<file path="src/pkg/acr_cfg.svh">
// Offsets, field positions, reset values and frame layout of the calibration registers
`ifndef ACR_CFG_SVH
`define ACR_CFG_SVH

`define ACR_ADDR_W 15
`define ACR_OFF_CFG0 15'h0050
`define ACR_OFF_CFG1 15'h0051
`define ACR_OFF_BACK 15'h0057
`define ACR_OFF_PAT 15'h0058
`define ACR_OFF_VECTOR 15'h005A
`define ACR_OFF_STAT 15'h005B

`define ACR_RST_CFG0 8'h06
`define ACR_RST_CFG1 8'hF4
`define ACR_RST_BACK 8'h10
`define ACR_RST_PAT 8'h00
`define ACR_RST_VECTOR 8'h00
`define ACR_STAT_FIXED 8'h08

`define ACR_BIT_TSTAMP 5
`define ACR_BIT_VEC_EN 4
`define ACR_BIT_FG_TRIG 3
`define ACR_RANGE_HI 6
`define ACR_RANGE_LO 4
`define ACR_BIT_BG_RUN 1
`define ACR_BIT_BG_MODE 0
`define ACR_BIT_PATTERN 2
`define ACR_BIT_OVR 1
`define ACR_BIT_STOPPED 1
`define ACR_BIT_FIRST_DONE 0

`define ACR_FRAME_BITS 5'h18
`define ACR_HDR_BITS 5'h10

`endif

</file>
<file path="src/pkg/acr_pkg.sv">
// Types shared by the calibration register block
package acr_pkg;

    typedef struct packed {
        logic timestamp_en;
        logic vector_access_en;
        logic [2:0] cal_signal_range_select;
        logic background_mode_enable;
        logic background_run_control;
        logic test_pattern_enable;
        logic overrange_enable;
    } acr_ctrl_s;

    typedef struct packed {
        logic rd_pulse;
        logic wr_pulse;
        logic [7:0] wr_data;
    } acr_vec_s;

    typedef enum logic [2:0] {
        ACR_IDLE = 3'b001,
        ACR_SHIFT = 3'b010,
        ACR_DONE = 3'b100
    } acr_spi_e;

endpackage : acr_pkg

</file>
<file path="src/design/acr_cal_regs.sv">
// Calibration control registers behind the serial configuration port
`timescale 1ns/100ps
`default_nettype none
`include "acr_cfg.svh"

// Behaviour
// - Timestamp enable bit drives capture output
// - Vector enable routes 0x05A to scan chain
// - Trigger write pulses start, bit self-clears
// - Trigger also pulses state machine reset
// - Range field selects optimisation target
// - Only run bit and vector register writable during background
// - Run bit starts or pauses background
// - Mode bit enables background calibration
// - Trigger recovers incomplete calibration
// - Pattern and over-range enables drive outputs
// - Stopped flag reads 0 while running
// - First-calibration-done flag reads engine state
module acr_cal_regs
    import acr_pkg::*;
(
    // Clock and reset
    input wire logic clk,
    input wire logic reset_n,
    // Serial configuration port
    input wire logic sclk,
    input wire logic scs_n,
    input wire logic sdi,
    output logic sdo,
    output logic sdo_oe,
    // Calibration engine controls
    output acr_ctrl_s cal_ctrl,
    output logic fg_cal_start,
    output logic cal_sm_reset,
    // Calibration vector scan chain
    output acr_vec_s vec_port,
    input wire logic [7:0] vec_rd_data,
    // Calibration engine status
    input wire logic cal_running,
    input wire logic first_cal_done
);

    logic [2:0] sclk_sync_r;
    logic [2:0] scs_sync_r;
    logic [2:0] sdi_sync_r;
    logic sclk_f_r;
    logic scs_f_r;
    logic sdi_f_r;
    logic sclk_rise;
    logic sclk_fall;
    acr_spi_e spi_state_r;
    logic [4:0] bit_cnt_r;
    logic [23:0] rx_r;
    logic [23:0] rx_nxt;
    logic [7:0] tx_r;
    logic [7:0] cfg0_r;
    logic [7:0] cfg1_r;
    logic [7:0] back_r;
    logic [7:0] pat_r;
    logic [7:0] vector_r;
    logic bg_active;
    logic hdr_done;
    logic frame_done;
    logic is_read;
    logic [14:0] acc_addr;
    logic [7:0] wr_data;

    // Register read mux
    function automatic logic [7:0] read_value(input logic [14:0] addr);
        logic [7:0] v;
        v = 8'h00;
        case (addr)
            `ACR_OFF_CFG0: v = cfg0_r;
            `ACR_OFF_CFG1: v = cfg1_r;
            `ACR_OFF_BACK: v = back_r;
            `ACR_OFF_PAT: v = pat_r;
            `ACR_OFF_VECTOR: v = cfg0_r[`ACR_BIT_VEC_EN] ? vec_rd_data : vector_r;
            `ACR_OFF_STAT: v = `ACR_STAT_FIXED
                               | ({7'h00, ~cal_running} << `ACR_BIT_STOPPED)
                               | ({7'h00, first_cal_done} << `ACR_BIT_FIRST_DONE);
            default: v = 8'h00;
        endcase
        return v;
    endfunction : read_value

    // Three-stage pin synchronisers
    always_ff @(posedge clk or negedge reset_n)
    begin
        if (!reset_n)
        begin
            sclk_sync_r <= 3'h0;
            scs_sync_r <= 3'h7;
            sdi_sync_r <= 3'h0;
        end
        else
        begin
            sclk_sync_r <= {sclk_sync_r[1:0], sclk};
            scs_sync_r <= {scs_sync_r[1:0], scs_n};
            sdi_sync_r <= {sdi_sync_r[1:0], sdi};
        end
    end

    // Accept a change once stages two and three agree
    always_ff @(posedge clk or negedge reset_n)
    begin
        if (!reset_n)
        begin
            sclk_f_r <= 1'b0;
            scs_f_r <= 1'b1;
            sdi_f_r <= 1'b0;
        end
        else
        begin
            if (sclk_sync_r[1] == sclk_sync_r[2])
                sclk_f_r <= sclk_sync_r[2];
            if (scs_sync_r[1] == scs_sync_r[2])
                scs_f_r <= scs_sync_r[2];
            if (sdi_sync_r[1] == sdi_sync_r[2])
                sdi_f_r <= sdi_sync_r[2];
        end
    end

    assign sclk_rise = (sclk_sync_r[1] == sclk_sync_r[2]) && sclk_sync_r[2] && !sclk_f_r;
    assign sclk_fall = (sclk_sync_r[1] == sclk_sync_r[2]) && !sclk_sync_r[2] && sclk_f_r;
    assign rx_nxt = {rx_r[22:0], sdi_f_r};
    assign hdr_done = (spi_state_r == ACR_SHIFT) && sclk_rise && !scs_f_r
                      && (bit_cnt_r == `ACR_HDR_BITS - 5'h01);
    assign frame_done = (spi_state_r == ACR_SHIFT) && sclk_rise && !scs_f_r
                        && (bit_cnt_r == `ACR_FRAME_BITS - 5'h01);
    assign is_read = rx_r[22];
    assign acc_addr = hdr_done ? rx_nxt[14:0] : rx_r[22:8];
    assign wr_data = rx_nxt[7:0];
    assign bg_active = back_r[`ACR_BIT_BG_MODE] && back_r[`ACR_BIT_BG_RUN];

    // Frame sequencer
    always_ff @(posedge clk or negedge reset_n)
    begin
        if (!reset_n)
        begin
            spi_state_r <= ACR_IDLE;
            bit_cnt_r <= 5'h00;
            rx_r <= 24'h000000;
        end
        else
        begin
            case (spi_state_r)
                ACR_IDLE:
                begin
                    bit_cnt_r <= 5'h00;
                    if (!scs_f_r)
                        spi_state_r <= ACR_SHIFT;
                end
                ACR_SHIFT:
                begin
                    if (scs_f_r)
                        spi_state_r <= ACR_IDLE;
                    else if (sclk_rise)
                    begin
                        rx_r <= rx_nxt;
                        bit_cnt_r <= bit_cnt_r + 5'h01;
                        if (frame_done)
                            spi_state_r <= ACR_DONE;
                    end
                end
                ACR_DONE:
                begin
                    if (scs_f_r)
                        spi_state_r <= ACR_IDLE;
                end
                default: spi_state_r <= ACR_IDLE;
            endcase
        end
    end

    // Read data shifts out on falling clock edges
    always_ff @(posedge clk or negedge reset_n)
    begin
        if (!reset_n)
        begin
            tx_r <= 8'h00;
            sdo <= 1'b0;
            sdo_oe <= 1'b0;
        end
        else
        begin
            if (hdr_done && rx_r[14])
            begin
                tx_r <= read_value(rx_nxt[14:0]);
                sdo_oe <= 1'b1;
            end
            else if (sclk_fall && sdo_oe)
            begin
                sdo <= tx_r[7];
                tx_r <= {tx_r[6:0], 1'b0};
            end
            if (scs_f_r)
                sdo_oe <= 1'b0;
        end
    end

    // Configuration register writes
    always_ff @(posedge clk or negedge reset_n)
    begin
        if (!reset_n)
        begin
            cfg0_r <= `ACR_RST_CFG0;
            cfg1_r <= `ACR_RST_CFG1;
            back_r <= `ACR_RST_BACK;
            pat_r <= `ACR_RST_PAT;
        end
        else
        begin
            cfg0_r[`ACR_BIT_FG_TRIG] <= 1'b0;
            if (frame_done && !rx_r[22])
            begin
                case (rx_r[21:7])
                    `ACR_OFF_CFG0:
                    if (!bg_active)
                    begin
                        cfg0_r <= wr_data;
                    end
                    `ACR_OFF_CFG1:
                    if (!bg_active)
                        cfg1_r <= wr_data;
                    `ACR_OFF_BACK:
                    if (bg_active)
                        back_r[`ACR_BIT_BG_RUN] <= wr_data[`ACR_BIT_BG_RUN];
                    else
                        back_r <= wr_data;
                    `ACR_OFF_PAT:
                    if (!bg_active)
                        pat_r <= wr_data;
                    default: ;
                endcase
            end
        end
    end

    // Scan chain access through the vector register
    always_ff @(posedge clk or negedge reset_n)
    begin
        if (!reset_n)
        begin
            vector_r <= `ACR_RST_VECTOR;
            vec_port <= '0;
        end
        else
        begin
            vec_port.rd_pulse <= 1'b0;
            vec_port.wr_pulse <= 1'b0;
            if (cfg0_r[`ACR_BIT_VEC_EN])
            begin
                if (hdr_done && rx_r[14] && rx_nxt[14:0] == `ACR_OFF_VECTOR)
                    vec_port.rd_pulse <= 1'b1;
                if (frame_done && !rx_r[22] && rx_r[21:7] == `ACR_OFF_VECTOR)
                begin
                    vec_port.wr_pulse <= 1'b1;
                    vec_port.wr_data <= wr_data;
                end
            end
            else if (frame_done && !rx_r[22] && rx_r[21:7] == `ACR_OFF_VECTOR)
                vector_r <= wr_data;
        end
    end

    // Outputs to the calibration engine
    always_ff @(posedge clk or negedge reset_n)
    begin
        if (!reset_n)
        begin
            cal_ctrl <= '0;
            fg_cal_start <= 1'b0;
            cal_sm_reset <= 1'b0;
        end
        else
        begin
            cal_ctrl.timestamp_en <= cfg0_r[`ACR_BIT_TSTAMP];
            cal_ctrl.vector_access_en <= cfg0_r[`ACR_BIT_VEC_EN];
            cal_ctrl.cal_signal_range_select <= cfg1_r[`ACR_RANGE_HI:`ACR_RANGE_LO];
            cal_ctrl.background_mode_enable <= back_r[`ACR_BIT_BG_MODE];
            cal_ctrl.background_run_control <= back_r[`ACR_BIT_BG_RUN];
            cal_ctrl.test_pattern_enable <= pat_r[`ACR_BIT_PATTERN];
            cal_ctrl.overrange_enable <= pat_r[`ACR_BIT_OVR];
            fg_cal_start <= cfg0_r[`ACR_BIT_FG_TRIG];
            // trigger also restarts after incomplete run
            cal_sm_reset <= cfg0_r[`ACR_BIT_FG_TRIG];
        end
    end

    logic unused_ok;
    assign unused_ok = is_read ^ ^acc_addr;

endmodule : acr_cal_regs
`default_nettype wire

</file>
<file path="config.mk">
export PLATFORM = sky130hd
export DESIGN_NAME = acr_cal_regs
export DESIGN_NICKNAME = d
export VERILOG_FILES = /design/src/pkg/acr_pkg.sv /design/src/design/acr_cal_regs.sv
export VERILOG_INCLUDE_DIRS = /design/src /design/src/pkg
export SDC_FILE = /design/constraint.sdc
export NUM_CORES = 1
export LEC_CHECK = 0
export ABC_AREA = 1
export ABC_CLOCK_PERIOD_IN_PS = 2100
export BUFFER_PORTS_ARGS = -buffer_cell sky130_fd_sc_hd__clkbuf_2
export CAP_MARGIN = 20
export CORE_ASPECT_RATIO = 1.2
export CORE_MARGIN = 2
export CORE_UTILIZATION = 36
export CTS_BUF_LIST = sky130_fd_sc_hd__clkbuf_8
export DETAILED_ROUTE_END_ITERATION = 10
export GPL_TIMING_DRIVEN = 1
export SLEW_MARGIN = 10
export SYNTH_ARGS = -nofsm -noshare
export SYNTH_HDL_FRONTEND = slang
export SYNTH_SLANG_ARGS = --single-unit
</file>
<file path="constraint.sdc">
create_clock -name clk -period 2.1 [get_ports clk]
set_input_delay 0.42 -clock clk [delete_from_list [all_inputs] [get_ports clk]]
set_output_delay 0.42 -clock clk [all_outputs]
set_load 0.01 [all_outputs]
</file>
# Yosys cells after proc, flatten, opt, wreduce, memory -nomap -nowiden
# Index checks and enable logic that the tools add are counted.
# classes
order_cmp,0
muxes,21
shift,0
add_sub_neg,1
n_eq_ne,25
bitwise_logic,6
multipliers,0
div,0
reduce_logical,32
# ops
op,n
"equality test 15 x 7 -> 1 bit, second input constant",11
case mux 8 bit (6 select lines),1
two-way mux 8 bit,3
AND reduction 3 bit,6
two-way mux 3 bit,5
logical AND 1 bit,14
two-way mux 4 bit,3
two-way mux 10 bit,1
two-way mux 5 bit,2
case mux 5 bit (2 select lines),1
two-way mux 9 bit,1
case mux 3 bit (3 select lines),1
"!= test 2 bit, second input constant",4
AND reduction 2 bit,4
"!= test 3 bit, second input constant",2
nonzero test 2 bit,3
"adder 5 x 1 -> 5 bit, second input constant",1
"equality test 5 x 4 -> 1 bit, second input constant",1
"equality test 5 bit, second input constant",1
NOT 1 bit,5
zero test 1 bit,4
OR 4 x 1 -> 4 bit,1
AND reduction 4 bit,1
equality test 1 bit,3
4 further kinds,6
# word_totals
latch_bits,0
ff_bits,113
mem_bits_rw,0
memories,0
rom_bits,0

# Longest topological paths before layout
# Gate-level depths: netlist of run 1.
# logic_depth
depth_word,10
depth_mapped,11
depth_no_buf,10

# Least setup slack after synthesis of run 1
# OpenSTA, ideal clock, no wires.
# synth_timing
kind,register to register
startpoint,register rx_r[20]
endpoint,register cfg1_r[0]
t_arrival_ns,1.524
period_less_slack_ns,1.642
path_stages_with_launch,7
required_ns,1.982
path_slack_ns,0.458
cell_sequence,dfrtp_1 > nor3_1 > nand2_2 > nor3_2 > nand3_1 > nand2_1 > nand2_1
# synth_via
elab_chain_cells,2
# synth_rtl
item,line,text
"start, declared",acr_cal_regs.sv:53,logic [23:0] rx_r;
"start signal, assigned",acr_cal_regs.sv:159,rx_r <= rx_nxt;
equality test 15 x 7 -> 1 bit,acr_cal_regs.sv:216,case (rx_r[21:7])
AND reduction 3 bit (no line),n/a,
"end signal, assigned",acr_cal_regs.sv:207,cfg1_r <= `ACR_RST_CFG1;
"end signal, assigned",acr_cal_regs.sv:224,cfg1_r <= wr_data;
"end, declared",acr_cal_regs.sv:57,logic [7:0] cfg1_r;
# No other way between the ends.
# A chain may end at the register's enable or synchronous reset.

# Worst setup path in the final report of run 1
# layout_timing
startpoint,register spi_state_r[2]
endpoint,register vector_r[1]
# layout_via
elab_chain_cells,7
# layout_rtl
item,line,text
"start, declared",acr_cal_regs.sv:51,acr_spi_e spi_state_r;
"start signal, assigned",acr_cal_regs.sv:140,spi_state_r <= ACR_IDLE;
"start signal, assigned",acr_cal_regs.sv:151,spi_state_r <= ACR_SHIFT;
"start signal, assigned",acr_cal_regs.sv:156,spi_state_r <= ACR_IDLE;
equality test 3 x 2 -> 1 bit,acr_cal_regs.sv:128,assign frame_done = (spi_state_r == ACR_SHIFT) && sclk_rise && !scs_f_r
logical AND 1 bit (3 in a row),acr_cal_regs.sv:128,
logical AND 1 bit,acr_cal_regs.sv:261,else if (frame_done && !rx_r[22] && rx_r[21:7] == `ACR_OFF_VECTOR)
logical AND 1 bit (no line),n/a,
AND reduction 2 bit (no line),n/a,
"end signal, assigned",acr_cal_regs.sv:244,vector_r <= `ACR_RST_VECTOR;
"end signal, assigned",acr_cal_regs.sv:262,vector_r <= wr_data;
"end, declared",acr_cal_regs.sv:60,logic [7:0] vector_r;
# No other way between the ends.

==> out/qor.yml, run 1 <==
outcome: "finished, final reports clean"
fp.dieH_um: 136.1
fmax_mhz: 490.7
clk_latency_ps: 430
ant_nets: 0
viasPerCell: 5.031
grt_pass1_vias: 4231
grt_max_degree: 42
antenna_cells: 0
worstPathArrival_ps: 2350
drcViolationCount: 0
design.die.area_um2: 15540
slew_headroom: 0.5494
crit_fanout: 14
drtIter0Drc: 340
root_buffer: "clkbuf_8"
power.density_nw_per_um2: 752.1
cap_violations: 0
ioPinCount: 38
tightest_slew_ps: 674.3
die_w_um: 114.1
hold_violations: 0
synth-async-reset-ratio: 1.000
antenna_found_initial: 0
synth_largest_area_cell: "dfrtp_1"
synth_area_um2: 5239
wl_per_cell_um: 14.73
rrSetupSlack_ps: 60
min_from: "scs_n"
drv_slew: 0
cp_data_required_time_ps: 2410
worstRegToRegCells: 8
crit_path_cell_trace: "nor3_4 -> nand2_2 -> nor2_4 -> nand2_2 -> nor2_4 -> nand3_1 -> nand2_1 -> nand2_1"
synthesis.nets: 646
clk_pin_slew_ps: 60
rsz0062_at_grt: "true"
areaGrowthSynthToFinish_pct: 17.53
cts_tree: "done"
fin_setup_tns_ps: 0
wirelength_um: 12830
via_count: 4382
whs_endpoint: "scs_sync_r[0]"
stdcell_area_um2: 6157
yosys-top-cells-area: "dfrtp_1 48%, nand2_1 17%, dfstp_2 6.5%, nand3_1 5.9%, nand4_1 5.7%"
whs_ps: 76.25
placed_area_um2: 5761
fin_skew_ps: 8.470
h-tree-depth: 4
p_leak_nw: 3.236
slowest_stage: "dfrtp_1"
numCtsBuffers: 17
core_um2: 14290
ys.flop_type: "dfrtp_1"
synth_cell_types: 32
crit_type: "reg -> reg"
synth_seq_cells: 113
min_path_cells: 1
hold_class: "in -> reg"
synth_warnings: 0
place.gp.congestion: 0.8229
layout_commonest_cell: "nand2_1"
grt_first_pass_wirelength_um: 21090
setup_viol: 0
rows: 48
hpwl_um: 9060
finalCritPeriodShare: 0.9704
timing.rr.start: "spi_state_r[2]"
critPathMaxStageDelay_ps: 430
synth_top_area_frac: 0.4777
start_kind: "register"
initial_core_util: 0.3665
r2r_end: "vector_r[1]"
dr.pass1.iters: 5
grtUsageTotal: 0.1769
fillers: 1442
drive_above_1_share: 0.1897
grt-ovfl-total: 0
synth_edf_count: 0
clock-sinks: 113
cts_buffer_depth: 2
final_nets: 702
ys_seq_area_frac: 0.5429
critical_path.endpoint_type: "register"
io_buffers: 37
ir_worst_vdd_mv: 0.3596
final_cell_mix: "234 x nand2_1, 100 x dfrtp_1, 61 x nand3_1"
avgSynthCellArea_um2: 8.355
syn-instance-count: 627
finalCriticalPeriod_ps: 2038
layer usage:
layer	part of all wire	vias up	global-route usage
met5	0	-	0
met4	0.026	0	0.07656
met3	0.043	20	0.04146
met2	0.49	112	0.2943
met1	0.44	2078	0.2198
li1	-	2172	-
final cells by class:
cell class	count	area [um^2]	area share
repair buffers	67	452.9	0.07356
flip-flops and latches	113	2844	0.4619
inverters	41	153.9	0.02499
multi-input cells	443	2106	0.3420
clock buffers	19	261.5	0.04247
well taps	175	219.0	0.03556
clock inverters	13	120.1	0.01951
power by group:
| group | switching (mW) | total (mW) | internal [mW] |
|---|---|---|---|
| clock network | 0.867 | 1.96 | 1.09 |
| logic | 0.247 | 0.361 | 0.114 |
| registers | 0.0625 | 2.31 | 2.25 |
| total | 1.18 | 4.63 | 3.45 |
worst max-delay path by stage:
stage,slack [ps],endpoint,depth (start not counted),start
finish,60,vector_r[1],8,spi_state_r[2]
global route,-90,pat_r[7],8,bit_cnt_r[0]
CTS,100,vec_port[6],8,spi_state_r[2]
detailed placement,120,pat_r[3],8,spi_state_r[2]
global placement,160,cfg1_r[3],8,bit_cnt_r[0]
floorplan,460,cfg1_r[0],6,rx_r[20]
cell usage after synthesis (3+ instances only):
library cell  count
nand2_1         234
dfrtp_1         100
nand3_1          62
nand4_1          48
inv_1            41
nor2_1           29
o21ai_0          23
clkbuf_1         16
dfstp_2          13
buf_2            10
nor2_2            7
nor3_1            6
ha_1              4
nor3_2            4
a21oi_1           3
nand2_2           3
worst max-delay path, delay by kind of cell, from the launching register on:
family,cells,cell delay [ps]
flops,1,430
simple gates,8,1500
sequential cells by signal, summed over array words and instances, names as in the netlist:
signal,flops
sdo,1
cal_ctrl,9
sdo_oe,1
cal_sm_reset,1
sdi_f_r,1
sclk_sync_r,3
sdi_sync_r,3
scs_f_r,1
spi_state_r,3
cfg0_r,8
back_r,8
vector_r,8
scs_sync_r,3
sclk_f_r,1
tx_r,8
pat_r,8
rx_r,23
cfg1_r,8
vec_port,10
bit_cnt_r,5
per-stage QoR:
stage	util	power [mW]	setup slack (ps)	std cells
after floorplan	-	2.537	457.8	627
after global placement	0.4030	2.692	155.8	838
after detailed placement	0.4030	2.708	115.3	838
after CTS	0.4304	4.680	104.0	871
after global routing	0.4308	4.851	-94.86	871
final	0.4308	4.631	62.19	871
kinds of logic after synthesis:
| kind of cell | Yosys count | synth area share |
|---|---|---|
| xor gates and xnor gates | 1 | 0.001672 |
| DFF | 113 | 0.5429 |
| buffers and inverters | 71 | 0.05613 |
| AOI/OAI and AO/OA | 31 | 0.03152 |
| and+or+nand+nor | 403 | 0.3506 |
| muxes | 2 | 0.003822 |
| adders and majority gates | 6 | 0.01338 |
what timing repair did:
action | 4_1_cts | 5_1_grt
hold endpoints to repair | 27 | 0
hold buffers | 1 | 0
gates resized for setup | 0 | 1
setup buffers | 0 | 0
endpoints found under the setup margin | 0 | 32
Power figures use the tool's default switching activity.
==> run 2, diff against run 1 <==
--- a/config.mk
+++ b/config.mk
@@ -6,7 +6,7 @@
 export SDC_FILE = /design/constraint.sdc
 export NUM_CORES = 1
 export LEC_CHECK = 0
-export ABC_AREA = 1
+export ABC_AREA = 0
 export ABC_CLOCK_PERIOD_IN_PS = 2100
 export BUFFER_PORTS_ARGS = -buffer_cell sky130_fd_sc_hd__clkbuf_2
 export CAP_MARGIN = 20
==> run 2 against run 1 <==
The run now ends with setup timing left. Count of clock-buffer cells in the layout up 3. Utilization up 3.6 points. Sequential power down 3%. Sequential share of layout area down 1.8 points. Critical path type unchanged. Maximum frequency down 4.1%. Non-clock buffer count up 35. Register-to-register slack worse by 90 ps. Largest power group unchanged. Largest cell class unchanged. Combinational power down 1%. Via count down 16%. Final area up 4.0%.
==> out/qor.yml, run 2 <==
outcome: "finished, violations left"
violations: "setup timing"
finalCritPeriodShare: 1.012
synth_top_area_frac: 0.5003
drv_slew: 0
finalNonFillerCells: 720
viasPerCell: 5.117
design.die.area_um2: 14860
whs_ps: 69.78
dp_cells: 678
clk_latency_ps: 430
fp.dieH_um: 133.1
cts_tree: "done"
antenna_found_initial: 0
ant_nets: 0
cp_data_required_time_ps: 2410
synth-async-reset-ratio: 1.000
crit_type: "reg -> reg"
ioPinCount: 38
numCtsBuffers: 17
antenna_cells: 0
fin_ws_ps: -25.72
slew_headroom: 0.6969
crit_end: "back_r[6]"
synth.most_common_cell: "dfrtp_1"
die_w_um: 111.6
rows: 47
rrSetupSlack_ps: -30
synth_cell_types: 57
root_buffer: "clkbuf_8"
grtUsageTotal: 0.1675
ys.flop_type: "dfrtp_1"
areaGrowthSynthToFinish_pct: 27.96
avgSynthCellArea_um2: 11.34
synth_seq_cells: 113
grt_max_degree: 55
grt_pass1_vias: 3831
initial_core_util: 0.3651
wl_per_cell_um: 16.35
h-tree-depth: 4
syn-instance-count: 441
cap_violations: 0
clock-sinks: 113
regMostFlops: "rx_r"
layout_commonest_cell: "dfrtp_1"
synth_edf_count: 0
clk_pin_slew_ps: 70
dr.pass1.iters: 4
worstPathArrival_ps: 2430
reg.largest.list: "rx_r: 23 flops, vec_port: 10 flops, cal_ctrl: 9 flops"
synth_warnings: 0
wirelength_um: 11770
fmax_mhz: 470.4
p_leak_nw: 3.038
stdcell_area_um2: 6401
hold_class: "in -> reg"
grt_first_pass_wirelength_um: 19510
synth_commonest_cells: "100 x dfrtp_1, 85 x nand2_1, 39 x mux2_2, 22 x clkbuf_1, 22 x o21ai_0"
io_buffers: 37
drive_above_1_share: 0.3752
hpwl_um: 8193
drtIter0Drc: 164
timing.rr.start: "rx_r[18]"
core_um2: 13700
place.gp.congestion: 0.8493
largest_register_ffs: 23
synth_largest_area_cell: "dfrtp_1"
drcViolationCount: 0
crit_fanout: 6
final_nets: 555
final_util: 0.4672
setup_viol: 8
ys_seq_area_frac: 0.5685
fin_setup_tns_ps: -116.0
grt-ovfl-total: 0
final_cell_mix: "100 x dfrtp_1, 85 x nand2_1, 54 x buf_4"
placed_area_um2: 5783
critical_path.endpoint_type: "register"
power.density_nw_per_um2: 738.3
worstRegToRegCells: 6
cts_buffer_depth: 2
synth_area_um2: 5002
r2r_end: "back_r[6]"
startpoint: "rx_r[18]"
yosys-top-cells-area: "dfrtp_1 50%, mux2_2 8.8%, dfstp_2 6.8%, nand2_1 6.4%, o21ai_0 2.2%"
via_count: 3684
start_kind: "register"
fin_skew_ps: 7.328
tightest_slew_ps: 454.7
synthesis.nets: 460
hold_violations: 0
ir_worst_vdd_mv: 0.3481
finalCriticalPeriod_ps: 2126
rsz0062_at_grt: "true"
[run 2: cell count changes after synthesis, sizes merged, moves of 6 or more]
cell / previous run / this run
inv: 41 / 8
nand2b: 0 / 7
nand4: 49 / 4
clkbuf: 16 / 22
and3: 1 / 10
nor2: 38 / 15
a21oi: 3 / 12
mux2i: 2 / 10
nand3: 64 / 6
mux2: 0 / 39
nor3: 12 / 6
or4b: 0 / 6
nand2: 237 / 85
buf: 14 / 4
[run 2: layout make-up]
type                       count  area, um^2
fill                        1257        7301
inverter                       8       30.03
clock buffer                  22       302.8
timing repair buffer         102       772.0
clock inverter                10       118.9
sequential                   113        2844
multi-input combinational    294        2120
tap                          171       214.0
[run 2: layer usage]
| layer | wire length (um) | part of all wire | track usage |
|---|---|---|---|
| met5 | 0 | 0 | 0 |
| met4 | 227 | 0.019 | 0.06516 |
| met3 | 451 | 0.038 | 0.03913 |
| met2 | 5915 | 0.50 | 0.2801 |
| met1 | 5175 | 0.44 | 0.2117 |
[run 2: how the worst min path moves through the flow]
stage / from / end / slack (ps) / cells past startpoint
3_3_place_gp: sdi_sync_r[0] / sdi_sync_r[1] / 340 / 0
2_1_floorplan: reset_n / back_r[0] / 120 / 0
6_report: scs_n / scs_sync_r[0] / 70 / 1
5_1_grt: scs_n / scs_sync_r[0] / 40 / 1
3_5_place_dp: sdi_sync_r[0] / sdi_sync_r[1] / 340 / 0
4_1_cts: scs_n / scs_sync_r[0] / 40 / 1
[run 2: cells by family (layout without fill, tap and decap cells)]
group / count (synthesis) / in the layout / synth area share
buf+inv: 34 / 142 / 0.02777
flops: 113 / 113 / 0.5685
xor+xnor: 2 / 2 / 0.003502
mux: 49 / 49 / 0.1078
fa+ha+maj: 6 / 6 / 0.01401
compound gates: 67 / 67 / 0.08880
simple gates: 170 / 170 / 0.1896
[run 2: power by group]
part | switching [mW] | internal (mW) | leakage, nW | total, mW
registers | 0.0201 | 2.22 | 1.47 | 2.24
logic | 0.232 | 0.124 | 1.33 | 0.356
clock network | 0.820 | 1.31 | 0.235 | 2.13
[run 2: repair_timing]
action | CTS | global route
hold endpoints to repair | 17 | 0
hold buffers | 1 | 0
pin swaps | 5 | 2
setup buffers | 8 | 1
resized for setup | 12 | 13
endpoints found under the setup margin | 36 | 46
[run 2: through the flow]
step	power [mW]	setup slack, ps
final	4.726	-25.72
after global routing	4.917	-78.98
after CTS	4.774	-26.75
after detailed placement	2.626	-141.4
after global placement	2.617	-66.77
after floorplan	2.452	-95.63
[run 2: worst max-delay path, cell delays in order, from the launching register on]
cell     delay (ps)
dfrtp_1         380
or4b_4          570
nor3_4          230
buf_12          150
nand3_4          70
a21oi_4         240
mux2_2          370
==> run 3, diff against run 2 <==
--- a/config.mk
+++ b/config.mk
@@ -12,10 +12,11 @@
 export CAP_MARGIN = 20
 export CORE_ASPECT_RATIO = 1.2
 export CORE_MARGIN = 2
-export CORE_UTILIZATION = 36
+export CORE_UTILIZATION = 62
 export CTS_BUF_LIST = sky130_fd_sc_hd__clkbuf_8
 export DETAILED_ROUTE_END_ITERATION = 10
 export GPL_TIMING_DRIVEN = 1
+export PLACE_DENSITY = 0.82
 export SLEW_MARGIN = 10
 export SYNTH_ARGS = -nofsm -noshare
 export SYNTH_HDL_FRONTEND = slang
==> run 3 against run 2 <==
The flow still finishes with violations (setup timing). Wire length is 18% higher. Combinational power up 5.9%. Final area shrank 0.45%. Maximum frequency is 1.9% lower. Clock skew rose by 2.0 ps. Critical path depth up 2. Flip-flop and latch count did not move. Count of clock-buffer cells in the layout shrank 3. Global-route usage grew 13 points. Register-to-register slack worse by 40 ps. Critical path type unchanged. Via count increased by 11%.
==> out/qor.yml, run 3 (same netlist as run 2, synthesis figures left out) <==
outcome: "finished, violations left"
violations: "setup timing"
h-tree-depth: 4
worstPathArrival_ps: 2460
cp.buffers_inverters: 3
grt_pass1_vias: 3994
multiInputGateArea_um2: 2183
rows: 35
start_kind: "register"
drcViolationCount: 0
finalCritPeriodShare: 1.032
wirelength_um: 13880
p_leak_nw: 3.012
antenna_cells: 0
cap_violations: 0
clk_latency_ps: 440
crit_fanout: 5
ir_worst_vdd_mv: 0.5831
crit_type: "reg -> reg"
ant_nets: 0
grt_first_pass_wirelength_um: 19730
dp_cells: 590
hold_class: "in -> reg"
critPathMaxStageDelay_ps: 550
fin_setup_tns_ps: -661.0
regMostFlops: "rx_r"
setup_viol: 26
fillers: 396
fin_skew_ps: 9.309
die_w_um: 86.00
placed_area_um2: 5617
clk_pin_slew_ps: 70
critical_path.endpoint_type: "register"
finalCriticalPeriod_ps: 2167
rsz0062_at_grt: "true"
antenna_found_initial: 0
cp_data_required_time_ps: 2400
slowest_stage: "or4b_4"
largest_register_ffs: 23
stdcell_area_um2: 6372
numCtsBuffers: 17
layout_commonest_cell: "dfrtp_1"
reg.largest.list: "rx_r: 23 flops, vec_port: 10 flops, cal_ctrl: 9 flops"
dr.pass1.iters: 9
hpwl_um: 7758
design.die.area_um2: 8805
seqCellArea_um2: 2846
grtUsageTotal: 0.2997
cts_tree: "done"
pre_cts_ws_ps: -110.7
fin_ws_ps: -66.70
grt_max_degree: 42
viasPerCell: 6.407
drv_slew: 0
via_count: 4075
drtIter0Drc: 449
place.gp.congestion: 0.8943
drive_above_1_share: 0.3879
fp.dieH_um: 102.4
finalNonFillerCells: 636
slew_headroom: 0.5260
tightest_slew_ps: 711.0
final_cell_mix: "98 x dfrtp_1, 83 x nand2_1, 45 x buf_4"
clock-sinks: 113
io_buffers: 37
wl_per_cell_um: 21.82
ioPinCount: 38
fmax_mhz: 461.5
core_um2: 7751
areaGrowthSynthToFinish_pct: 27.39
crit_path_cell_trace: "or4b_4 -> nor3_4 -> buf_12 -> nand3_4 -> buf_4 -> buf_4 -> o21ai_0 -> o21ai_0"
grt-ovfl-total: 0
final_util: 0.8221
power.density_nw_per_um2: 761.3
root_buffer: "clkbuf_8"
final_nets: 550
cts_buffer_depth: 2
crit_family: "simple AND/OR/NAND/NOR gates"
hold_violations: 0
initial_core_util: 0.6454
## run 3: cell types whose count changed in the layout (fill, tap and decap cells not counted), moves of 3 or more
cell        delta
buf_4          -9
o21ai_0        -6
o21ai_1        +6
clkbuf_8       -3
clkinvlp_4     +3
mux2_2         -3
mux2_4         +3
## run 3: cell type report
type,instances,share of cell area
well taps,92,0.01806
inverters,8,0.004712
clock inverters,13,0.02651
repair buffers,97,0.1204
multi-input cells,294,0.3426
clock buffers,19,0.04104
flip-flops and latches,113,0.4467
## run 3: path summary, 6_finish.rpt
| kind | start | endpoint | slack, ps | cells after the start |
|---|---|---|---|---|
| max | rx_r[18] | back_r[0] | -70 | 8 |
| min | scs_n | scs_sync_r[0] | 70 | 1 |
| max reg2reg | rx_r[18] | back_r[0] | -70 | 8 |
| min reg2reg | sclk_sync_r[0] | sclk_sync_r[1] | 350 | 0 |
| max in group asynchronous | reset_n | cfg1_r[5] | 960 | 3 |
| min in group asynchronous | reset_n | sclk_sync_r[1] | 500 | 2 |
## run 3: stage by stage
step | total power [mW] | hold WS, ps
3_3_place_gp | 2.611 | 335.3
6_report | 4.852 | 66.30
3_5_place_dp | 2.624 | 335.6
2_1_floorplan | 2.452 | 124.4
4_1_cts | 4.789 | 69.00
5_1_grt | 4.979 | 53.35
## run 3: what timing repair did
item	in CTS	in global routing
pin swaps	4	13
setup endpoints to repair	42	59
resized for setup	10	39
buffers inserted	4	10
hold buffers	1	0
hold endpoints to repair	34	0
## run 3: power by group
| group | leakage (nW) | internal (mW) | switching [mW] |
|---|---|---|---|
| clock | 0.221 | 1.34 | 0.892 |
| sequential | 1.47 | 2.22 | 0.0250 |
| combinational | 1.32 | 0.128 | 0.250 |
## run 3: layer usage
metal / up-vias / wire length [um] / GRT usage
met4: 0 / 725 / 0.1319
met5: - / 0 / 0
met3: 70 / 923 / 0.08320
met1: 2024 / 5312 / 0.3601
met2: 239 / 6919 / 0.5069
li1: 1742 / - / -
